`src/verilog/srt_map.svh`:
```
`ifndef SRT_MAP_SVH
`define SRT_MAP_SVH

// Register byte offsets on the plain register port
`define SRT_REG_START_INDEX 8'h00
`define SRT_REG_SEARCH_PATTERN 8'h04
`define SRT_REG_TABLE_ORIGIN 8'h08
`define SRT_REG_BSR_ANCHOR 8'h0C
`define SRT_REG_BSR_LENGTH 8'h10
`define SRT_REG_STATUS 8'h14

// Anchor field layout: byte address low, bit number above it
`define SRT_ANCHOR_BIT_LSB 16
`define SRT_ANCHOR_BIT_MSB 18

// Status bit positions
`define SRT_ST_ZERO 0
`define SRT_ST_OVERFLOW 1
`define SRT_ST_BUSY 2
`define SRT_ST_FOUND 3
`define SRT_ST_LEN_ERR 4

// Reset values
`define SRT_RST_WORD16 16'h0000
`define SRT_RST_LEN 8'h00

// Compare codes of the table search
`define SRT_CMP_EQ 3'h1
`define SRT_CMP_NE 3'h2
`define SRT_CMP_LT 3'h3
`define SRT_CMP_GT 3'h4

// Limits and table layout
`define SRT_MAX_ENTRIES 100
`define SRT_BSR_MAX_LEN 64
`define SRT_ENTRY0_OFFSET 16'h0002

`endif

```
`src/verilog/srt_pkg.sv`:
```
package srt_pkg;

  typedef enum logic [2:0] {
    SRT_OP_SHL = 3'b000,
    SRT_OP_SHR = 3'b001,
    SRT_OP_ROL = 3'b010,
    SRT_OP_ROR = 3'b011,
    SRT_OP_BSR = 3'b100,
    SRT_OP_FIND = 3'b101
  } srt_op_t;

  typedef enum logic [1:0] {
    SRT_W8 = 2'b00,
    SRT_W16 = 2'b01,
    SRT_W32 = 2'b10
  } srt_width_t;

  typedef enum logic [2:0] {
    SRT_S_IDLE = 3'b000,
    SRT_S_CNT = 3'b001,
    SRT_S_ENT = 3'b010,
    SRT_S_BRD = 3'b011,
    SRT_S_BCALC = 3'b100,
    SRT_S_BWR = 3'b101
  } srt_state_t;

endpackage

```
`src/verilog/srt_unit.sv`:
```
// Function
// - Compare codes 1..4 select = <> < >
// - Search from start index, stop at hit
// - No hit writes entry count to index
// - Entries numbered 0..99, at most 100
// - Table origin points at entry-count word
// - Anchor bit plus signed length picks direction
// - Shift-plus enters LSB, MSB leaves
// - Shift-minus enters MSB, LSB leaves
// - Leaving bit goes to overflow flag
// - Bit register length at most 64
// - MSB location from byte, bit, length
// - One bit position per execution
// - Logical shifts fill zeros into result
// - Shift count saturates at operand width
// - Nonzero shift puts last bit in overflow
// - Rotate count reduced modulo operand width
// - Zero rotate count means no rotation
// - Rotation copies last bit to overflow
// - Operands are unsigned bit patterns
// - Shifts and rotates update both flags
// - Append table: max length, count, entries
`timescale 1ns/1ps
`include "srt_map.svh"
module srt_unit #(
  parameter int MAX_ENTRIES = `SRT_MAX_ENTRIES,
  parameter int BSR_MAX = `SRT_BSR_MAX_LEN
) (
  input wire logic clk,
  input wire logic rst,
  input wire logic [7:0] reg_addr,
  input wire logic [31:0] reg_wdata,
  input wire logic reg_wr,
  input wire logic reg_rd,
  output logic [31:0] reg_rdata,
  input wire logic cmd_valid,
  input wire srt_pkg::srt_op_t cmd_op,
  input wire srt_pkg::srt_width_t cmd_width,
  input wire logic [31:0] cmd_in,
  input wire logic [7:0] cmd_count,
  input wire logic [2:0] cmd_cmp,
  input wire logic cmd_bit,
  output logic [31:0] result_out,
  output logic done,
  output logic busy,
  output logic zero_status_flag,
  output logic overflow_status_flag,
  output logic mem_rd,
  output logic mem_wr,
  output logic mem_byte,
  output logic [15:0] mem_addr,
  output logic [15:0] mem_wdata,
  input wire logic [15:0] mem_rdata
);
  import srt_pkg::*;
  srt_state_t state_ff;
  logic [15:0] start_index_ff, search_pattern_ff, table_origin_ff, bsr_byte_ff;
  logic [2:0] bsr_bit_ff, cmp_ff;
  logic [7:0] bsr_len_ff;
  logic [15:0] cnt_ff, ent_idx_ff;
  logic [71:0] buf_ff;
  logic [3:0] idx_ff;
  logic bsr_data_ff, rd_seen_ff, found_ff, len_err_ff;
  logic [31:0] result_ff, rdata_ff;
  logic done_ff, busy_ff, zero_ff, ovf_ff;
  logic mem_rd_ff, mem_wr_ff, mem_byte_ff;
  logic [15:0] mem_addr_ff, mem_wdata_ff;
  function automatic logic [5:0] width_bits(input srt_width_t w);
    case (w)
      SRT_W8: width_bits = 6'h08;
      SRT_W16: width_bits = 6'h10;
      default: width_bits = 6'h20;
    endcase
  endfunction
  // Entries and pattern compare as signed words; unknown codes never hit
  // compare code decode
  function automatic logic cmp_hit(input logic [2:0] c, input logic [15:0] e,
                                   input logic [15:0] p);
    case (c)
      `SRT_CMP_EQ: cmp_hit = (e == p);
      `SRT_CMP_NE: cmp_hit = (e != p);
      `SRT_CMP_LT: cmp_hit = ($signed(e) < $signed(p));
      `SRT_CMP_GT: cmp_hit = ($signed(e) > $signed(p));
      default: cmp_hit = 1'b0;
    endcase
  endfunction
  // Command acceptance, only while idle
  wire is_idle = (state_ff == SRT_S_IDLE);
  wire take = cmd_valid && is_idle;
  // Shifts and rotates are the four codes with the top bit clear
  wire alu_op = !cmd_op[2];
  wire alu_take = take && alu_op;
  wire find_take = take && (cmd_op == SRT_OP_FIND);
  wire bsr_take = take && (cmd_op == SRT_OP_BSR);
  // Operand masked to width, so no sign bits ever reach the result
  // unsigned width mask
  wire [5:0] w_bits = width_bits(cmd_width);
  wire [32:0] wmask_x = (33'h0_0000_0001 << w_bits) - 33'h0_0000_0001;
  wire [31:0] wmask = wmask_x[31:0];
  wire [31:0] in_m = cmd_in & wmask;
  wire [5:0] sh_cnt = (cmd_count >= {2'b00, w_bits}) ? w_bits : cmd_count[5:0];
  wire [5:0] rot_cnt = cmd_count[5:0] & (w_bits - 6'h01);
  wire [63:0] shl_wide = {32'h0000_0000, in_m} << sh_cnt;
  wire [31:0] shl_res = shl_wide[31:0] & wmask;
  wire [31:0] shr_res = in_m >> sh_cnt;
  wire [5:0] shl_idx = w_bits - sh_cnt;
  wire [5:0] shr_idx = sh_cnt - 6'h01;
  wire shl_out = (sh_cnt != 6'h00) ? in_m[shl_idx[4:0]] : 1'b0;
  wire shr_out = (sh_cnt != 6'h00) ? in_m[shr_idx[4:0]] : 1'b0;
  // Full-width complement shift of 32 yields zero, so count 0 is harmless
  wire [5:0] rot_back = w_bits - rot_cnt;
  wire [31:0] rol_res = ((in_m << rot_cnt) | (in_m >> rot_back)) & wmask;
  wire [31:0] ror_res = ((in_m >> rot_cnt) | (in_m << rot_back)) & wmask;
  wire [5:0] top_idx = w_bits - 6'h01;
  wire rot_none = (rot_cnt == 6'h00);
  wire rol_out = rot_none ? 1'b0 : rol_res[0];
  wire ror_out = rot_none ? 1'b0 : ror_res[top_idx[4:0]];
  // Result and overflow selection
  wire [31:0] alu_res = (cmd_op == SRT_OP_SHL) ? shl_res :
                        (cmd_op == SRT_OP_SHR) ? shr_res :
                        (cmd_op == SRT_OP_ROL) ? (rot_none ? in_m : rol_res) :
                        (rot_none ? in_m : ror_res);
  wire alu_ovf = (cmd_op == SRT_OP_SHL) ? shl_out :
                 (cmd_op == SRT_OP_SHR) ? shr_out :
                 (cmd_op == SRT_OP_ROL) ? rol_out : ror_out;
  wire len_neg = bsr_len_ff[7];
  wire [7:0] len_mag = len_neg ? (8'h00 - bsr_len_ff) : bsr_len_ff;
  wire len_ok = (len_mag != 8'h00) && ({24'h0, len_mag} <= BSR_MAX);
  wire [6:0] span = {4'h0, bsr_bit_ff} + len_mag[6:0] - 7'h01;
  wire [3:0] last_byte = span[6:3];
  wire [6:0] p_lsb = {4'h0, bsr_bit_ff};
  wire [71:0] lsb_one = 72'h1 << p_lsb;
  wire [71:0] msb_one = 72'h1 << span;
  wire [71:0] fmask = ((72'h1 << len_mag) - 72'h1) << p_lsb;
  wire [71:0] keep = buf_ff & ~fmask;
  // data in at LSB, MSB leaves
  wire [71:0] plus_new = keep | ((buf_ff << 1) & fmask & ~lsb_one) |
                         (bsr_data_ff ? lsb_one : 72'h0);
  // data in at MSB, LSB leaves
  wire [71:0] minus_new = keep | ((buf_ff >> 1) & fmask & ~msb_one) |
                          (bsr_data_ff ? msb_one : 72'h0);
  wire bsr_out = len_neg ? buf_ff[p_lsb] : buf_ff[span];
  wire [6:0] byte_pos = {idx_ff, 3'b000};
  wire [15:0] byte_addr = bsr_byte_ff + {12'h000, idx_ff};
  wire [15:0] cnt_now = (state_ff == SRT_S_CNT) ? mem_rdata : cnt_ff;
  wire [15:0] lim = ({16'h0, cnt_now} > MAX_ENTRIES) ? 16'(MAX_ENTRIES) : cnt_now;
  wire [15:0] idx_inc = ent_idx_ff + 16'h0001;
  wire [15:0] nxt_ent_idx = (state_ff == SRT_S_CNT) ? ent_idx_ff : idx_inc;
  wire [15:0] ent_addr = table_origin_ff + `SRT_ENTRY0_OFFSET + {nxt_ent_idx[14:0], 1'b0};
  wire hit = cmp_hit(cmp_ff, mem_rdata, search_pattern_ff);
  wire cnt_seen = (state_ff == SRT_S_CNT) && rd_seen_ff;
  wire ent_seen = (state_ff == SRT_S_ENT) && rd_seen_ff;
  wire srch_hit = ent_seen && hit;
  wire srch_miss = (cnt_seen && (ent_idx_ff >= lim)) || (ent_seen && !hit && (idx_inc >= lim));
  wire srch_next = (cnt_seen || ent_seen) && !srch_hit && !srch_miss;
  // Register port decode
  wire wr_start = reg_wr && (reg_addr == `SRT_REG_START_INDEX);
  wire wr_pattern = reg_wr && (reg_addr == `SRT_REG_SEARCH_PATTERN);
  wire wr_origin = reg_wr && (reg_addr == `SRT_REG_TABLE_ORIGIN);
  wire wr_anchor = reg_wr && (reg_addr == `SRT_REG_BSR_ANCHOR);
  wire wr_len = reg_wr && (reg_addr == `SRT_REG_BSR_LENGTH);
  wire [31:0] status_word = {27'h0, len_err_ff, found_ff, busy_ff, ovf_ff, zero_ff};
  wire [31:0] rd_mux =
    (reg_addr == `SRT_REG_START_INDEX) ? {16'h0, start_index_ff} :
    (reg_addr == `SRT_REG_SEARCH_PATTERN) ? {16'h0, search_pattern_ff} :
    (reg_addr == `SRT_REG_TABLE_ORIGIN) ? {16'h0, table_origin_ff} :
    (reg_addr == `SRT_REG_BSR_ANCHOR) ? {13'h0, bsr_bit_ff, bsr_byte_ff} :
    (reg_addr == `SRT_REG_BSR_LENGTH) ? {24'h0, bsr_len_ff} :
    (reg_addr == `SRT_REG_STATUS) ? status_word : 32'h0000_0000;
  // Search result beats a bus write in the same cycle
  // hit leaves its position
  wire [15:0] nxt_start_index = srch_hit ? ent_idx_ff :
                                srch_miss ? cnt_now :
                                wr_start ? reg_wdata[15:0] : start_index_ff;
  // Software registers
  always_ff @(posedge clk or posedge rst) begin
    if (rst) begin
      start_index_ff <= `SRT_RST_WORD16;
      search_pattern_ff <= `SRT_RST_WORD16;
      table_origin_ff <= `SRT_RST_WORD16;
      bsr_byte_ff <= `SRT_RST_WORD16;
      bsr_bit_ff <= 3'h0;
      bsr_len_ff <= `SRT_RST_LEN;
      rdata_ff <= 32'h0000_0000;
    end else begin
      start_index_ff <= nxt_start_index;
      if (wr_pattern) search_pattern_ff <= reg_wdata[15:0];
      if (wr_origin) table_origin_ff <= reg_wdata[15:0];
      if (wr_anchor) bsr_byte_ff <= reg_wdata[15:0];
      if (wr_anchor) bsr_bit_ff <= reg_wdata[`SRT_ANCHOR_BIT_MSB:`SRT_ANCHOR_BIT_LSB];
      if (wr_len) bsr_len_ff <= reg_wdata[7:0];
      rdata_ff <= reg_rd ? rd_mux : 32'h0000_0000;
    end
  end
  // Sequencer of the multi-cycle operations; memory answers a cycle after a read
  always_ff @(posedge clk or posedge rst) begin
    if (rst) begin
      state_ff <= SRT_S_IDLE;
      mem_rd_ff <= 1'b0;
      mem_wr_ff <= 1'b0;
      mem_byte_ff <= 1'b0;
      mem_addr_ff <= 16'h0000;
      mem_wdata_ff <= 16'h0000;
      rd_seen_ff <= 1'b0;
      idx_ff <= 4'h0;
      ent_idx_ff <= 16'h0000;
      cnt_ff <= 16'h0000;
      cmp_ff <= 3'h0;
      buf_ff <= 72'h0;
      bsr_data_ff <= 1'b0;
    end else begin
      rd_seen_ff <= mem_rd_ff;
      mem_rd_ff <= 1'b0;
      mem_wr_ff <= 1'b0;
      unique case (state_ff)
        SRT_S_IDLE: begin
          if (find_take) begin
            state_ff <= SRT_S_CNT;
            ent_idx_ff <= start_index_ff;
            cmp_ff <= cmd_cmp;
            mem_rd_ff <= 1'b1;
            mem_byte_ff <= 1'b0;
            mem_addr_ff <= table_origin_ff;
          end else if (bsr_take && len_ok) begin
            state_ff <= SRT_S_BRD;
            idx_ff <= 4'h0;
            bsr_data_ff <= cmd_bit;
            mem_rd_ff <= 1'b1;
            mem_byte_ff <= 1'b1;
            mem_addr_ff <= bsr_byte_ff;
          end
        end
        SRT_S_CNT, SRT_S_ENT: begin
          if (cnt_seen) cnt_ff <= mem_rdata;
          if (srch_hit || srch_miss) state_ff <= SRT_S_IDLE;
          if (srch_next) begin
            state_ff <= SRT_S_ENT;
            ent_idx_ff <= nxt_ent_idx;
            mem_rd_ff <= 1'b1;
            mem_addr_ff <= ent_addr;
          end
        end
        SRT_S_BRD: begin
          if (rd_seen_ff) begin
            buf_ff[byte_pos +: 8] <= mem_rdata[7:0];
            idx_ff <= (idx_ff == last_byte) ? 4'h0 : idx_ff + 4'h1;
            state_ff <= (idx_ff == last_byte) ? SRT_S_BCALC : SRT_S_BRD;
            mem_rd_ff <= (idx_ff != last_byte);
            mem_addr_ff <= byte_addr + 16'h0001;
          end
        end
        SRT_S_BCALC: begin
          buf_ff <= len_neg ? minus_new : plus_new;
          state_ff <= SRT_S_BWR;
        end
        SRT_S_BWR: begin
          mem_wr_ff <= 1'b1;
          mem_addr_ff <= byte_addr;
          mem_wdata_ff <= {8'h00, buf_ff[byte_pos +: 8]};
          idx_ff <= idx_ff + 4'h1;
          if (idx_ff == last_byte) state_ff <= SRT_S_IDLE;
        end
        default: state_ff <= SRT_S_IDLE;
      endcase
    end
  end
  // Flags, result and completion
  wire bsr_end = (state_ff == SRT_S_BWR) && (idx_ff == last_byte);
  always_ff @(posedge clk or posedge rst) begin
    if (rst) begin
      result_ff <= 32'h0000_0000;
      zero_ff <= 1'b0;
      ovf_ff <= 1'b0;
      done_ff <= 1'b0;
      busy_ff <= 1'b0;
      found_ff <= 1'b0;
      len_err_ff <= 1'b0;
    end else begin
      done_ff <= alu_take || srch_hit || srch_miss || bsr_end || (bsr_take && !len_ok);
      busy_ff <= (find_take || (bsr_take && len_ok)) ||
                 (!is_idle && !(srch_hit || srch_miss || bsr_end));
      if (alu_take) result_ff <= alu_res;
      // both flags on every shift or rotate
      if (alu_take) zero_ff <= (alu_res == 32'h0000_0000);
      if (alu_take) ovf_ff <= alu_ovf;
      else if (state_ff == SRT_S_BCALC) ovf_ff <= bsr_out;
      if (srch_hit || srch_miss) found_ff <= srch_hit;
      if (bsr_take) len_err_ff <= !len_ok;
    end
  end
  assign reg_rdata = rdata_ff;
  assign result_out = result_ff;
  assign done = done_ff;
  assign busy = busy_ff;
  assign zero_status_flag = zero_ff;
  assign overflow_status_flag = ovf_ff;
  assign mem_rd = mem_rd_ff;
  assign mem_wr = mem_wr_ff;
  assign mem_byte = mem_byte_ff;
  assign mem_addr = mem_addr_ff;
  assign mem_wdata = mem_wdata_ff;
endmodule
```
`config.mk`:
```
export PLATFORM = sky130hd
export DESIGN_NAME = srt_unit
export DESIGN_NICKNAME = d
export VERILOG_FILES = /design/src/verilog/srt_pkg.sv /design/src/verilog/srt_unit.sv
export VERILOG_INCLUDE_DIRS = /design/src /design/src/verilog
export SDC_FILE = /design/constraint.sdc
export NUM_CORES = 2
export LEC_CHECK = 0
export BUFFER_PORTS_ARGS = -buffer_cell sky130_fd_sc_hd__buf_2
export CORE_UTILIZATION = 50
export CTS_BUF_LIST = sky130_fd_sc_hd__clkbuf_4
export CTS_CLUSTER_SIZE = 25
export DETAILED_ROUTE_END_ITERATION = 6
export GPL_ROUTABILITY_DRIVEN = 0
export PLACE_DENSITY_LB_ADDON = 0.08
export SLEW_MARGIN = 15
export SYNTH_ARGS = -nofsm -noshare
export SYNTH_HDL_FRONTEND = slang
export SYNTH_SLANG_ARGS = --single-unit
export TNS_END_PERCENT = 1
```
`constraint.sdc`:
```
create_clock -name clk -period 6.9 [get_ports clk]
set_input_delay 0 -clock clk [delete_from_list [all_inputs] [get_ports clk]]
set_output_delay 0 -clock clk [all_outputs]
set_load 0.02 [all_outputs]
```
==> impl_metrics.json <==
{
  "outcome": "finished with violations",
  "violations": "DRC",
  "cts-resized-gates": 0,
  "worst_pin_slew_ns": 1.308,
  "cp-start-kind": "register",
  "grt_pass1_wl_um": 275900,
  "synth_ff_type": "dfrtp_1",
  "die-height_um": 283.4,
  "drive_gt1_share_pct": 18.31,
  "area.growth.synth_to_final_pct": 10.75,
  "post-route-min-period_ns": 6.426,
  "synth.top_cell.area_share_pct": 17.39,
  "p_per_area_nw_per_um2": 242.7,
  "ir_drop_mv": 0.1709,
  "hp-class": "in -> reg",
  "power_mw": 10.64,
  "holdBufCountCts": 122,
  "required_ns": 7.66,
  "path_clk_slew_ns": 0.07,
  "synth_edf_count": 0,
  "clock-root-buffer": "clkbuf_4",
  "die_width_um": 283.4,
  "clk_latency_ns": 0.91,
  "clk_path_buf_depth": 3,
  "maxCapViolations": 0,
  "placed_area_um2": 41490,
  "setup_violations": 0,
  "start_util_pct": 50.84,
  "fin_crit_sh_pct": 93.13,
  "h-tree-depth": 3,
  "grt_overflow": 0,
  "synthCells": 5093,
  "cp-startpoint": "bsr_len_ff[0]",
  "clock_sinks": 275,
  "coreArea_um2": 77850,
  "worstPathMaxFanout": 11,
  "worstPathArrival_ns": 7.18,
  "skew_ns": 0.06864,
  "mappedNetlistArea_um2": 39580,
  "cts_made_buffers": 82,
  "antenna_found_initial": 6,
  "final_area_um2": 43830,
  "routed-via-count": 46700,
  "fillers": 7449,
  "syn_avg_cell_area_um2": 7.771,
  "antenna_left": 0,
  "ios": 213,
  "path_class": "reg -> reg",
  "die-area_um2": 80290,
  "ys_types": 129,
  "hold_viol": 0,
  "synth_top_area_cell": "dfrtp_1",
  "first_global_vias": 42640,
  "grt_max_degree": 156,
  "max-slew-margin-rel_pct": 10.52,
  "r2r_start": "bsr_len_ff[0]",
  "drv_slew": 0,
  "io_buffer_count": 178,
  "power_leakage_nw": 17.91,
  "seq_area_frac_synth_pct": 17.39,
  "endpoint_kind": "register",
  "rows": 102,
  "synth_area_leaders": "dfrtp_1 17%, mux4_2 8.8%, nand2_1 6.1%",
  "place.detailed.hpwl_um": 136000,
  "ys_warn_count": 0,
  "cts_tree": "built",
  "cts_setup_buffers": 0,
  "fin_nets": 5461,
  "routed_wl_um": 186700,
  "grtUsageTotal_pct": 44.64,
  "drt-pass1-iter-count": 7,
  "fmax_mhz": 155.6,
  "routedWlPerCell_um": 29.38,
  "viasPerCell": 7.349,
  "final_core_util_pct": 56.31,
  "async_flop_share_pct": 100.0,
  "final.setup.tns_ns": 0,
  "yosys_register_bits": 275,
  "drc_errors": 70,
  "drt_iter0_markers": 7972,
  "rsz0062_at_grt": "false",
  "hold_start": "reg_wdata[3]"
}
==> worst max-delay path, stage by stage (launching register included) <==
cell	delay, ns
dfrtp_1	0.50
inv_1	0.32
ha_1	0.62
nor2b_4	0.17
xnor2_1	0.16
buf_4	0.22
xnor2_1	0.16
fa_1	0.40
xnor3_1	0.94
mux4_2	0.60
nand2_1	0.11
and3_1	0.16
a31oi_1	0.04
a221oi_1	0.69
a311oi_1	0.19
a211oi_1	0.33
a21oi_1	0.06
dlygate4sd3_1	0.58
==> final timing paths <==
path,end,cells past startpoint,slack [ns]
setup reg to reg,overflow_status_flag,17,0.47
min in group asynchronous,table_origin_ff[5],4,0.25
hold reg to reg,rd_seen_ff,0,0.47
max in group asynchronous,table_origin_ff[10],6,4.91
setup / recovery,overflow_status_flag,17,0.47
hold / removal,table_origin_ff[3],3,0.04
==> final cells by class <==
| class | instances | area, um^2 | area share (%) |
|---|---|---|---|
| diodes | 12 | 30.03 | 0.06850 |
| flip-flops and latches | 275 | 6889 | 15.72 |
| inverters | 94 | 357.8 | 0.8164 |
| well taps | 1040 | 1301 | 2.969 |
| clock buffers | 122 | 915.9 | 2.089 |
| multi-input cells | 4322 | 30780 | 70.23 |
| repair buffers | 467 | 3381 | 7.713 |
| clock inverters | 22 | 176.4 | 0.4025 |
==> metal layers <==
metal	vias to the layer above	routed length, um	track usage [%]
li1	19740	-	-
met1	22130	70190	58.37
met2	3915	73870	61.77
met3	898	29430	18.64
met4	12	12780	23.46
met5	-	420	2.976
==> Yosys cell counts, types with 62 or more instances <==
cell type and count:
and2_1 62, o211ai_1 128, nor2_1 421, a21oi_1 331, nor3_1 129, o21ai_0 332
and3_1 64, mux2i_1 237, nand3_1 187, inv_1 83, a31oi_1 97, mux4_2 154
xnor2_1 77, dfrtp_1 275, ha_1 106, nand2_1 646, mux2_2 183, a211oi_1 72
clkbuf_1 329
==> placed cells by master, fill, tap and decap left out, types with 74 or more instances in the layout <==
master         instances
buf_4                167
dfrtp_1              273
clkbuf_4             122
inv_1                 79
buf_2                177
nor2_1               416
o21ai_0              332
a31oi_1               97
nand3_1              187
ha_1                 105
nand2_1              644
mux2_2               183
nor3_1               126
o211ai_1             128
a21oi_1              331
mux4_2               154
dlygate4sd3_1        122
xnor2_1               74
mux2i_1              237
==> report_power, final <==
part / internal (mW) / switching [mW]
combinational: 2.33 / 4.03
clock: 0.918 / 0.843
sequential: 2.00 / 0.510
total: 5.25 / 5.39
==> stage by stage <==
stage | setup WS [ns] | hold slack [ns] | std cells
final | 0.4737 | 0.04409 | 6354
after global routing | 0.2483 | 0.02727 | 6344
after CTS | 0.5859 | 0.0004449 | 6342
after detailed placement | 1.040 | -0.009536 | 6076
after global placement | 1.133 | -0.01463 | 6076
after floorplan | 1.227 | 0.1054 | 5130
==> cells by family after synthesis <==
kind of cell / synth area share (%)
DFF: 17.39
adders and majority gates: 3.503
muxes: 20.20
and+or+nand+nor: 21.33
buffers and inverters: 5.478
xor gates and xnor gates: 3.104
other: 0.01897
AOI/OAI and AO/OA: 28.99
Note: power is estimated with default switching activity, not from simulation.
